**config.mk**
```make
export PLATFORM = sky130hd
export DESIGN_NAME = ocs_clock_stop_ctrl
export DESIGN_NICKNAME = d
export VERILOG_FILES = /design/src/shared/ocs_pkg.sv /design/src/hw/ocs_clock_stop_ctrl.sv
export VERILOG_INCLUDE_DIRS = /design/src /design/src/shared
export SDC_FILE = /design/constraint.sdc
export NUM_CORES = 1
export LEC_CHECK = 0
export ABC_AREA = 1
export BUFFER_PORTS_ARGS = -buffer_cell sky130_fd_sc_hd__buf_4
export CAP_MARGIN = 40
export CORE_ASPECT_RATIO = 1.2
export CORE_MARGIN = 4
export CORE_UTILIZATION = 50
export CTS_CLUSTER_DIAMETER = 120
export CTS_CLUSTER_SIZE = 8
export DETAILED_ROUTE_END_ITERATION = 6
export PLACE_DENSITY = 0.72
export SETUP_SLACK_MARGIN = 0.15
export SYNTH_ARGS = -nofsm -noshare
export SYNTH_HDL_FRONTEND = slang
export SYNTH_SLANG_ARGS = --single-unit
export TNS_END_PERCENT = 20
```
**constraint.sdc**
```tcl
create_clock -name clk -period 2.1 [get_ports clk]
set_clock_uncertainty 0.2 [all_clocks]
set_input_delay 0.42 -clock clk [delete_from_list [all_inputs] [get_ports clk]]
set_output_delay 0.42 -clock clk [all_outputs]
set_load 0.02 [all_outputs]
```
**src/shared/ocs_defs.svh**
```systemverilog
`ifndef OCS_DEFS_SVH
`define OCS_DEFS_SVH

// apb register byte offsets
`define OCS_REQ_EN_OFS 12'h000
`define OCS_SRC_PCI_OFS 12'h004
`define OCS_CFG_OFS 12'h008
`define OCS_PD_MODE_OFS 12'h00c
`define OCS_STATUS_OFS 12'h010

// reset values
`define OCS_REQ_EN_RST 9'h000
`define OCS_SRC_PCI_RST 9'h000
`define OCS_CFG_RST 9'h103
`define OCS_PD_MODE_RST 13'h0000

// configuration field positions
`define OCS_CFG_CPU_LSB 0
`define OCS_CFG_PCI_FREE_CLOCK_LSB 3
`define OCS_CFG_LCD100_BIT 8

// output clock half periods in system clock cycles
`define OCS_CPU_HALF 3'd1
`define OCS_SRC_HALF 3'd1
`define OCS_DOT_HALF 3'd1
`define OCS_PCI_HALF 3'd3

// timing
`define OCS_CLK_PERIOD_NS 5
`define OCS_PWRUP_MAX_US 1800
`define OCS_PARK_PERIODS 3'd4

`endif

```
**src/shared/ocs_pkg.sv**
```systemverilog
`default_nettype none

package ocs_pkg;

	// power sequencing states
	typedef enum logic [2:0] {
		PS_WAIT_PG = 3'b000,
		PS_LOCK = 3'b001,
		PS_RUN = 3'b010,
		PS_PARK = 3'b011,
		PS_OFF = 3'b100
	} ocs_pwr_t;

	// apb register select
	typedef enum logic [2:0] {
		RS_NONE = 3'b000,
		RS_REQ_EN = 3'b001,
		RS_SRC_PCI = 3'b010,
		RS_CFG = 3'b011,
		RS_PD_MODE = 3'b100,
		RS_STATUS = 3'b101
	} ocs_rsel_t;

endpackage

`default_nettype wire

```
**src/hw/ocs_clock_stop_ctrl.sv**
```systemverilog
// What this block does
// - each request gates only its own reference output
// - request change accepted after two complement edges
// - request low restarts references within 2-6 periods
// - request high stops reference low, both undriven
// - shared pin is power-good first, then power-down
// - power-down synchronised; release powers back up
// - outputs parked before oscillators turn off
// - single-ended outputs held low after falling edge
// - differential outputs parked within four periods
// - mode 0 parks true high, complement tri-stated
// - mode 1 tri-states both sides in power-down
// - lcd clock follows dot or reference timing
// - clocks stable within 1.8 ms of power-up
// - tri-stated outputs driven high on power-down release
// - differential outputs restart together after lock
// - cpu stop seen twice, then stoppable cpu outputs stop
// - stopped cpu true high, complement tri-stated
// - cpu outputs restart within two cpu cycles
// - pci stop halts pci, free clocks keep running
// - pci outputs resume within two pci periods
// - request input honoured only when enabled
// - reference output stops with pci stop when selected
`timescale 1ns/10ps
`default_nettype none
`include "ocs_defs.svh"

module ocs_clock_stop_ctrl #(
	parameter int unsigned PWRUP_CYC =
		`OCS_PWRUP_MAX_US * 1000 / `OCS_CLK_PERIOD_NS
) (
	// system
	input wire logic clk,
	input wire logic rst,
	// apb slave
	input wire logic [11:0] paddr,
	input wire logic psel,
	input wire logic penable,
	input wire logic pwrite,
	input wire logic [31:0] pwdata,
	output var logic [31:0] prdata,
	output var logic pready,
	output var logic pslverr,
	// power-management inputs, asynchronous
	input wire logic [8:0] clock_request_n,
	input wire logic cpu_stop_n,
	input wire logic pci_stop_n,
	input wire logic vtt_power_good_n,
	input wire logic pll_locked,
	// differential outputs: 0-1 cpu, 2-10 reference, 11 dot, 12 lcd
	output var logic [12:0] differential_true,
	output var logic [12:0] differential_true_oe,
	output var logic [12:0] differential_complement,
	output var logic [12:0] differential_complement_oe,
	output var logic [12:0] differential_park_low_iref,
	// single-ended outputs
	output var logic [2:0] pci_clock,
	output var logic [1:0] pci_free_clock,
	// synthesizer control and state
	output var logic osc_enable,
	output var logic pll_enable,
	output var ocs_pkg::ocs_pwr_t power_state
);
	import ocs_pkg::*;

	localparam int PARK_BOUND = 12;
	localparam int CPU_BOUND = 4;
	localparam int PCI_BOUND = 14;
	localparam logic [11:0] HALVES = {`OCS_PCI_HALF, `OCS_DOT_HALF,
		`OCS_SRC_HALF, `OCS_CPU_HALF};

	// clock domain of a differential channel
	function automatic logic [1:0] dom_of(input logic [3:0] k,
		input logic lcd100);
		logic [1:0] d;
		d = 2'd2;
		if (k < 4'd2)
			d = 2'd0;
		else if (k < 4'd11)
			d = 2'd1;
		else if (k == 4'd12 && lcd100)
			d = 2'd1;
		return d;
	endfunction

	// apb address decode
	function automatic ocs_rsel_t reg_sel(input logic [11:0] a);
		ocs_rsel_t s;
		s = RS_NONE;
		if (a == `OCS_REQ_EN_OFS)
			s = RS_REQ_EN;
		else if (a == `OCS_SRC_PCI_OFS)
			s = RS_SRC_PCI;
		else if (a == `OCS_CFG_OFS)
			s = RS_CFG;
		else if (a == `OCS_PD_MODE_OFS)
			s = RS_PD_MODE;
		else if (a == `OCS_STATUS_OFS)
			s = RS_STATUS;
		return s;
	endfunction

	logic [8:0] req_en_q;
	logic [8:0] src_pci_q;
	logic [8:0] cfg_q;
	logic [12:0] pd_mode_q;
	logic [3:0] ph_q;
	logic [3:0] tick;
	logic [3:0] fall;
	logic [10:0] s1_q, s2_q, prev_q, acc_q;
	logic [10:0] dtick, upd, acc_d, prev_d;
	logic pci_s1_q, pci_s2_q, lock_s1_q, lock_s2_q;
	logic role_q;
	ocs_pwr_t pwr_q, pwr_d;
	logic [19:0] lock_cnt_q;
	logic [2:0] park_cnt_q;
	logic [12:0] run_q, hold_q;
	logic [4:0] se_run_q, se_q;
	logic park, pd_park, pd_w, cpu_stop_w, pci_stop_w, all_stopped;
	logic lock_done, lcd_100;
	logic [1:0] cpu_stoppable, pci_free_clock_free;

	assign cpu_stoppable = cfg_q[`OCS_CFG_CPU_LSB +: 2];
	assign pci_free_clock_free = cfg_q[`OCS_CFG_PCI_FREE_CLOCK_LSB +: 2];
	assign lcd_100 = cfg_q[`OCS_CFG_LCD100_BIT];

	// output clock phase dividers, halted with the oscillator
	for (genvar d = 0; d < 4; d++) begin : g_div
		logic [2:0] cnt_q;
		assign tick[d] = osc_enable & (cnt_q == HALVES[d*3 +: 3] - 3'd1);
		assign fall[d] = tick[d] & ph_q[d];
		always_ff @(posedge clk) begin
			if (rst | ~osc_enable) begin
				cnt_q <= 3'h0;
				ph_q[d] <= 1'b0;
			end else if (tick[d]) begin
				cnt_q <= 3'h0;
				ph_q[d] <= ~ph_q[d];
			end else begin
				cnt_q <= cnt_q + 3'h1;
			end
		end
	end

	assign dtick = {{2{fall[0]}}, {9{fall[1]}}};
	assign upd = dtick & ~(s2_q ^ prev_q);
	assign acc_d = (upd & s2_q) | (~upd & acc_q);
	assign prev_d = (dtick & s2_q) | (~dtick & prev_q);

	always_ff @(posedge clk) begin
		if (rst) begin
			s1_q <= 11'h7ff;
			s2_q <= 11'h7ff;
			prev_q <= 11'h7ff;
			acc_q <= 11'h7ff;
		end else begin
			s1_q <= {vtt_power_good_n, cpu_stop_n, clock_request_n};
			s2_q <= s1_q;
			prev_q <= prev_d;
			acc_q <= acc_d;
		end
	end

	// pci stop and lock synchronisers
	always_ff @(posedge clk) begin
		if (rst) begin
			pci_s1_q <= 1'b1;
			pci_s2_q <= 1'b1;
			lock_s1_q <= 1'b0;
			lock_s2_q <= 1'b0;
		end else begin
			pci_s1_q <= pci_stop_n;
			pci_s2_q <= pci_s1_q;
			lock_s1_q <= pll_locked;
			lock_s2_q <= lock_s1_q;
		end
	end

	// stop after two samples, release at once
	assign cpu_stop_w = ~acc_q[9] & ~s2_q[9];
	// pci stop acts on the next pci edge
	assign pci_stop_w = ~pci_s2_q;
	// power-down seen on two cpu complement edges
	assign pd_w = role_q & acc_q[10] & s2_q[10];
	assign park = pwr_q != PS_RUN;
	assign pd_park = (pwr_q == PS_PARK) | (pwr_q == PS_OFF);
	assign all_stopped = ~|run_q & ~|se_run_q;
	assign lock_done = lock_cnt_q == 20'(PWRUP_CYC - 1);

	// pin becomes power-down once seen low
	always_ff @(posedge clk) begin
		if (rst)
			role_q <= 1'b0;
		else if (pwr_q == PS_WAIT_PG && ~acc_q[10])
			role_q <= 1'b1;
	end

	// power sequencing
	always_comb begin
		pwr_d = pwr_q;
		unique case (pwr_q)
			PS_WAIT_PG: begin
				if (~acc_q[10])
					pwr_d = PS_LOCK;
			end
			// early power-down goes straight to park
			PS_LOCK: begin
				if (pd_w)
					pwr_d = PS_PARK;
				else if (lock_s2_q | lock_done)
					pwr_d = PS_RUN;
			end
			PS_RUN: begin
				if (pd_w)
					pwr_d = PS_PARK;
			end
			PS_PARK: begin
				if (all_stopped | park_cnt_q == `OCS_PARK_PERIODS)
					pwr_d = PS_OFF;
			end
			// release of power-down powers back up
			PS_OFF: begin
				if (~s2_q[10])
					pwr_d = PS_LOCK;
			end
			default: pwr_d = PS_WAIT_PG;
		endcase
	end

	// lock wait bounded by power-up time
	always_ff @(posedge clk) begin
		if (rst) begin
			pwr_q <= PS_WAIT_PG;
			lock_cnt_q <= 20'h0;
			park_cnt_q <= 3'h0;
			osc_enable <= 1'b1;
			pll_enable <= 1'b1;
		end else begin
			pwr_q <= pwr_d;
			lock_cnt_q <= (pwr_q == PS_LOCK) ? lock_cnt_q + 20'h1 : 20'h0;
			// park window counted in cpu periods
			if (pwr_q != PS_PARK)
				park_cnt_q <= 3'h0;
			else if (fall[0] && park_cnt_q != `OCS_PARK_PERIODS)
				park_cnt_q <= park_cnt_q + 3'h1;
			osc_enable <= pwr_d != PS_OFF;
			pll_enable <= pwr_d != PS_OFF;
		end
	end

	assign power_state = pwr_q;

	// differential channels
	for (genvar k = 0; k < 13; k++) begin : g_dif
		logic [1:0] dom;
		logic want, lvl, ph, tk, ev_stop, ev_go, run_d, hold_d, tri_d;
		// lcd clock picks dot or reference timing
		assign dom = dom_of(4'(k), lcd_100);
		assign ph = ph_q[dom];
		assign tk = tick[dom];
		if (k < 2) begin : g_cpu
			assign want = park | (cpu_stop_w & cpu_stoppable[k]);
			assign lvl = 1'b1;
		end else if (k < 11) begin : g_src
			// request gates its own reference output
			// ignored unless the enable bit is set
			assign want = park | (req_en_q[k-2] & acc_q[k-2]) |
				(pci_stop_w & src_pci_q[k-2]);
			assign lvl = park;
		end else begin : g_fix
			assign want = park;
			assign lvl = 1'b1;
		end
		// stop when the next edge reaches the park level
		assign ev_stop = tk & run_q[k] & want & (~ph == lvl);
		// restart together on the domain tick
		// restart on a real edge, all channels of a domain together
		assign ev_go = tk & ~run_q[k] & ~want & (~ph != hold_q[k]);
		assign run_d = (run_q[k] & ~ev_stop) | ev_go;
		assign hold_d = ev_stop ? lvl : hold_q[k];
		// mode 1 tri-states; cleared when power-down ends
		assign tri_d = pd_park & ~run_d & hold_d & pd_mode_q[k];
		always_ff @(posedge clk) begin
			if (rst) begin
				run_q[k] <= 1'b0;
				hold_q[k] <= 1'b0;
				differential_true[k] <= 1'b0;
				differential_complement[k] <= 1'b0;
				differential_true_oe[k] <= 1'b0;
				differential_complement_oe[k] <= 1'b0;
				differential_park_low_iref[k] <= 1'b0;
			end else begin
				run_q[k] <= run_d;
				hold_q[k] <= hold_d;
				// low stop leaves both sides undriven
				differential_true_oe[k] <= run_d | (hold_d & ~tri_d);
				differential_complement_oe[k] <= run_d;
				// mode 0 parks true high at reduced current
				differential_park_low_iref[k] <=
					pd_park & ~run_d & hold_d & ~pd_mode_q[k];
				if (tk & (run_q[k] | ev_go)) begin
					differential_true[k] <= ~ph;
					differential_complement[k] <= ph;
				end
			end
		end
	end

	// single-ended channels: 0-2 pci, 3-4 pci free clocks
	for (genvar m = 0; m < 5; m++) begin : g_se
		logic free, want, ev_stop, ev_go;
		if (m < 3) begin : g_pci
			assign free = 1'b0;
		end else begin : g_pci_free_clock
			assign free = pci_free_clock_free[m-3];
		end
		assign want = park | (pci_stop_w & ~free);
		// held low from the next falling edge
		assign ev_stop = tick[3] & se_run_q[m] & want & ph_q[3];
		// resume on the next rising edge
		assign ev_go = tick[3] & ~se_run_q[m] & ~want & ~ph_q[3];
		always_ff @(posedge clk) begin
			if (rst) begin
				se_run_q[m] <= 1'b0;
				se_q[m] <= 1'b0;
			end else begin
				se_run_q[m] <= (se_run_q[m] & ~ev_stop) | ev_go;
				if (tick[3] & (se_run_q[m] | ev_go))
					se_q[m] <= ~ph_q[3];
			end
		end
	end

	assign pci_clock = se_q[2:0];
	assign pci_free_clock = se_q[4:3];

	// apb slave: one wait state, write at the ready edge
	ocs_rsel_t sel;
	logic acc_ph, commit;
	logic [31:0] rd_w;
	assign sel = reg_sel(paddr);
	assign acc_ph = psel & penable & ~pready;
	assign commit = psel & penable & pready & pwrite;
	assign rd_w = (sel == RS_REQ_EN) ? {23'h0, req_en_q} :
		(sel == RS_SRC_PCI) ? {23'h0, src_pci_q} :
		(sel == RS_CFG) ? {23'h0, cfg_q} :
		(sel == RS_PD_MODE) ? {19'h0, pd_mode_q} :
		(sel == RS_STATUS) ? {10'h0, se_run_q, run_q, role_q, pwr_q} :
		32'h0;

	// bus handshake flops
	always_ff @(posedge clk) begin
		if (rst) begin
			pready <= 1'b0;
			prdata <= 32'h0;
			pslverr <= 1'b0;
		end else begin
			pready <= acc_ph;
			prdata <= (acc_ph & ~pwrite) ? rd_w : 32'h0;
			pslverr <= acc_ph & (sel == RS_NONE);
		end
	end

	// configuration registers
	always_ff @(posedge clk) begin
		if (rst) begin
			req_en_q <= `OCS_REQ_EN_RST;
			src_pci_q <= `OCS_SRC_PCI_RST;
			cfg_q <= `OCS_CFG_RST;
			pd_mode_q <= `OCS_PD_MODE_RST;
		end else if (commit) begin
			if (sel == RS_REQ_EN)
				req_en_q <= pwdata[8:0];
			if (sel == RS_SRC_PCI)
				src_pci_q <= pwdata[8:0];
			if (sel == RS_CFG)
				cfg_q <= pwdata[8:0];
			if (sel == RS_PD_MODE)
				pd_mode_q <= pwdata[12:0];
		end
	end

endmodule

`default_nettype wire

```
==> impl_metrics.env <==
export IMPL_status="finished, violations left"
export IMPL_failed_checks="design-rule violations"
export IMPL_ant_nets=0
export IMPL_wl_met3_um=2085
export IMPL_port_buffers=141
export IMPL_path_max_fanout=11
export IMPL_chipWidth_um=138.3
export IMPL_routed_top_layer="met5"
export IMPL_cpPeakStageDelay_ns=0.35
export IMPL_endpoint_kind="flip-flop"
export IMPL_required_ns=2.28
export IMPL_hp_class="in -> reg"
export IMPL_syn_area_mm2=0.01019
export IMPL_fin_crit_ns=1.913
export IMPL_ctsHtreeMaxLevel=2
export IMPL_clkTransAtPathRegs_ns=0.05
export IMPL_drc=1
export IMPL_cts_buffer_depth=3
export IMPL_syn_inst=1367
export IMPL_overflow=0
export IMPL_finish_utilization_pct=65.88
export IMPL_drv_slew=0
export IMPL_worstPathCellList="inv_1 -> ha_1 -> nand2_1 -> nor2_4 -> inv_2 -> nor2_1 -> inv_1 -> nand2_1 -> o21ai_0 -> a21oi_1"
export IMPL_fmax_mhz=522.6
export IMPL_wl_um=28000
export IMPL_synth_top_area_share_pct=47.94
export IMPL_synth_area_per_cell_um2=7.453
export IMPL_cts_sinks=244
export IMPL_rows=56
export IMPL_p_total_mw=10.39
export IMPL_fin_tns_setup_ns=0
export IMPL_final_layout_size_suffix_gt1_share_pct=20.95
export IMPL_rsz0062_at_grt="yes"
export IMPL_place_congestion=0.9313
export IMPL_ys_top_cells_by_area="dfxtp_1 (48%), nand2_1 (10%), inv_1 (6.5%)"
export IMPL_via_per_inst=5.252
export IMPL_synth_seq_cells=244
export IMPL_grt_pass1_vias=9133
export IMPL_timing_rr_end="differential_true[5]"
export IMPL_yosys_warnings=0
export IMPL_drtIter0Drc=801
export IMPL_nets=1646
export IMPL_antenna_found_initial=1
export IMPL_dpl_hpwl_um=20300
export IMPL_rrSetupSlack_ns=0.19
export IMPL_cts_tree="built"
export IMPL_grt_first_pass_wirelength_um=45160
export IMPL_track_usage_pct=24.17
export IMPL_wl_per_cell_um=15.25
export IMPL_die_h_um=164.4
export IMPL_ys_types=43
export IMPL_dieArea_mm2=0.02273
export IMPL_synth_seq_area_share_pct=47.94
export IMPL_synthArstFlopShare_pct=0
export IMPL_hold_viol_final=0
export IMPL_fillers=1700
export IMPL_synth_commonest_cells="nand2_1 (276), dfxtp_1 (244), inv_1 (176)"
export IMPL_numCtsBuffers=36
export IMPL_synth_top_flop_cell="dfxtp_1"
export IMPL_start_kind="flip-flop"
export IMPL_hold_start="pwdata[0]"
export IMPL_insertion_delay_ns=0.51
export IMPL_wl_met1_um=11780
export IMPL_fin_hold_ws_ns=0.02296
export IMPL_initial_core_util_pct=51.56
export IMPL_route_met2_wl_um=13260
export IMPL_area_growth_pct=27.77
export IMPL_path_class="reg -> reg"
export IMPL_ioPinCount=171
export IMPL_yosys_area_top_type="dfxtp_1"
export IMPL_fin_crit_sh_pct=91.12
export IMPL_first_pass_iters=7
export IMPL_synth_most_common_cell="nand2_1"
export IMPL_p_leak_nw=5.750
export IMPL_stdcell_area_mm2=0.01302
export IMPL_r2r_worst_path_cells=10
export IMPL_setup_viol=0
export IMPL_synth_edff_count=0
export IMPL_grt_max_degree=93
export IMPL_cts_root_buf="clkbuf_16"
export IMPL_cp_arrival_ns=2.09
export IMPL_irDropWorstVdd_mv=0.7104
export IMPL_cap_violations=0
export IMPL_min_path_cells=3
export IMPL_whs_endpoint="cfg_q[0]"
export IMPL_placed_area_mm2=0.01178
export IMPL_diodes=0
export IMPL_pwr_density_cell_mw_per_mm2=798.4
export IMPL_core_mm2=0.01976
export IMPL_slowest_stage="dfxtp_1"
export IMPL_vias=9643
export IMPL_r2r_start="g_div[1].cnt_q[0]"
-- metal layers --
metal,global-route usage (%),up-vias
li1,-,4773
met1,30.74,4398
met2,39.90,394
met3,5.589,76
met4,10.02,2
met5,0,-
-- cell type report --
cell class                 count  area (µm²)  share of cell area (%)
inverter                     188       711.9                   5.469
clock buffer                  37       925.9                   7.113
timing repair inverter         1       7.507                 0.05767
timing repair buffer         215        1715                   13.18
sequential                   244        4885                   37.52
clock inverter                 3       47.55                  0.3652
multi-input combinational    887        4398                   33.79
tap                          261       326.6                   2.509
-- critical path: cells and delay by family (launching register included) --
| kind | cells | cell delay, ns |
|---|---|---|
| AO/OA/AOI/OAI | 2 | 0.25 |
| adder cells (fa/ha/maj) | 1 | 0.19 |
| buffers and inverters | 3 | 0.42 |
| flip-flops | 1 | 0.35 |
| AND/OR/NAND/NOR | 4 | 0.39 |
-- worst max-delay path by stage --
stage | cells after the start | endpoint | slack [ns] | from
after detailed placement | 9 | prdata[5] | -0.04 | paddr[1]
after global routing | 10 | differential_true[4] | 0.08 | g_div[1].cnt_q[0]
after floorplan | 8 | flip-flop | 0.39 | pll_enable
final | 10 | differential_true[5] | 0.19 | g_div[1].cnt_q[0]
after CTS | 10 | differential_true[0] | 0.16 | power_state[0]
after global placement | 9 | prdata[5] | -0.04 | paddr[1]
-- logic make-up (layout without fill, tap and decap cells) --
logic type                 Yosys count  count (layout)  synth area share (%)
xor gates and xnor gates             8               8                0.6877
DFF                                244             244                 47.94
other                                1              10               0.03681
AOI/OAI and AO/OA                  217             217                 11.29
adders and majority gates           11              11                 1.351
and+or+nand+nor                    641             641                 28.75
buffers and inverters              245             444                 9.947
-- flip-flops by register name, summed over array words and instances, names as in the netlist, 9 cells and up, named ones only --
register	count
pd_mode_q	13
differential_complement	13
prdata	22
req_en_q	9
lock_cnt_q	20
run_q	13
s1_q	11
cfg_q	9
differential_true	13
differential_true_oe	13
g_div.cnt_q	12
src_pci_q	9
differential_park_low_iref	13
s2_q	11
hold_q	13
-- where the power goes --
group / total, mW / switching (mW) / internal [mW]
clock: 5.11 / 1.90 / 3.21
combinational: 0.522 / 0.319 / 0.203
sequential: 4.76 / 0.0460 / 4.72
-- cell usage in the layout, fill, tap and decap left out, types with 3 or more instances in the layout --
cell type / n
conb_1: 10
nand4_1: 40
nor3_2: 4
o211ai_1: 12
buf_4: 195
nand2_1: 276
nor3_1: 14
inv_2: 11
nor2_1: 125
o21ai_0: 75
dfxtp_1: 244
dlygate4sd3_1: 14
ha_1: 11
nand3_2: 4
nand2_2: 3
nor2_2: 17
nand3_1: 108
inv_1: 173
a211oi_1: 5
or2_2: 32
o21ai_1: 4
xnor2_1: 6
nor2_4: 5
nor3_4: 3
buf_12: 5
a21oi_1: 112
clkbuf_16: 37
o21a_1: 3
-- per-stage QoR --
stage,setup slack (ns),instances
2_1_floorplan,0.3872,1376
3_3_place_gp,-0.03885,1776
3_5_place_dp,-0.03772,1776
4_1_cts,0.1650,1830
5_1_grt,0.08272,1836
6_report,0.1865,1836
-- repair_timing --
action                                  in CTS  in global routing
buffers inserted                             0                  5
resized for setup                            1                 22
endpoints found under the setup margin       2                 68
pin swaps                                    0                  1
endpoints found under the hold margin       14                  0
gates cloned                                 0                  1
hold buffers                                14                  0
Note: power is estimated with default switching activity, not from simulation.
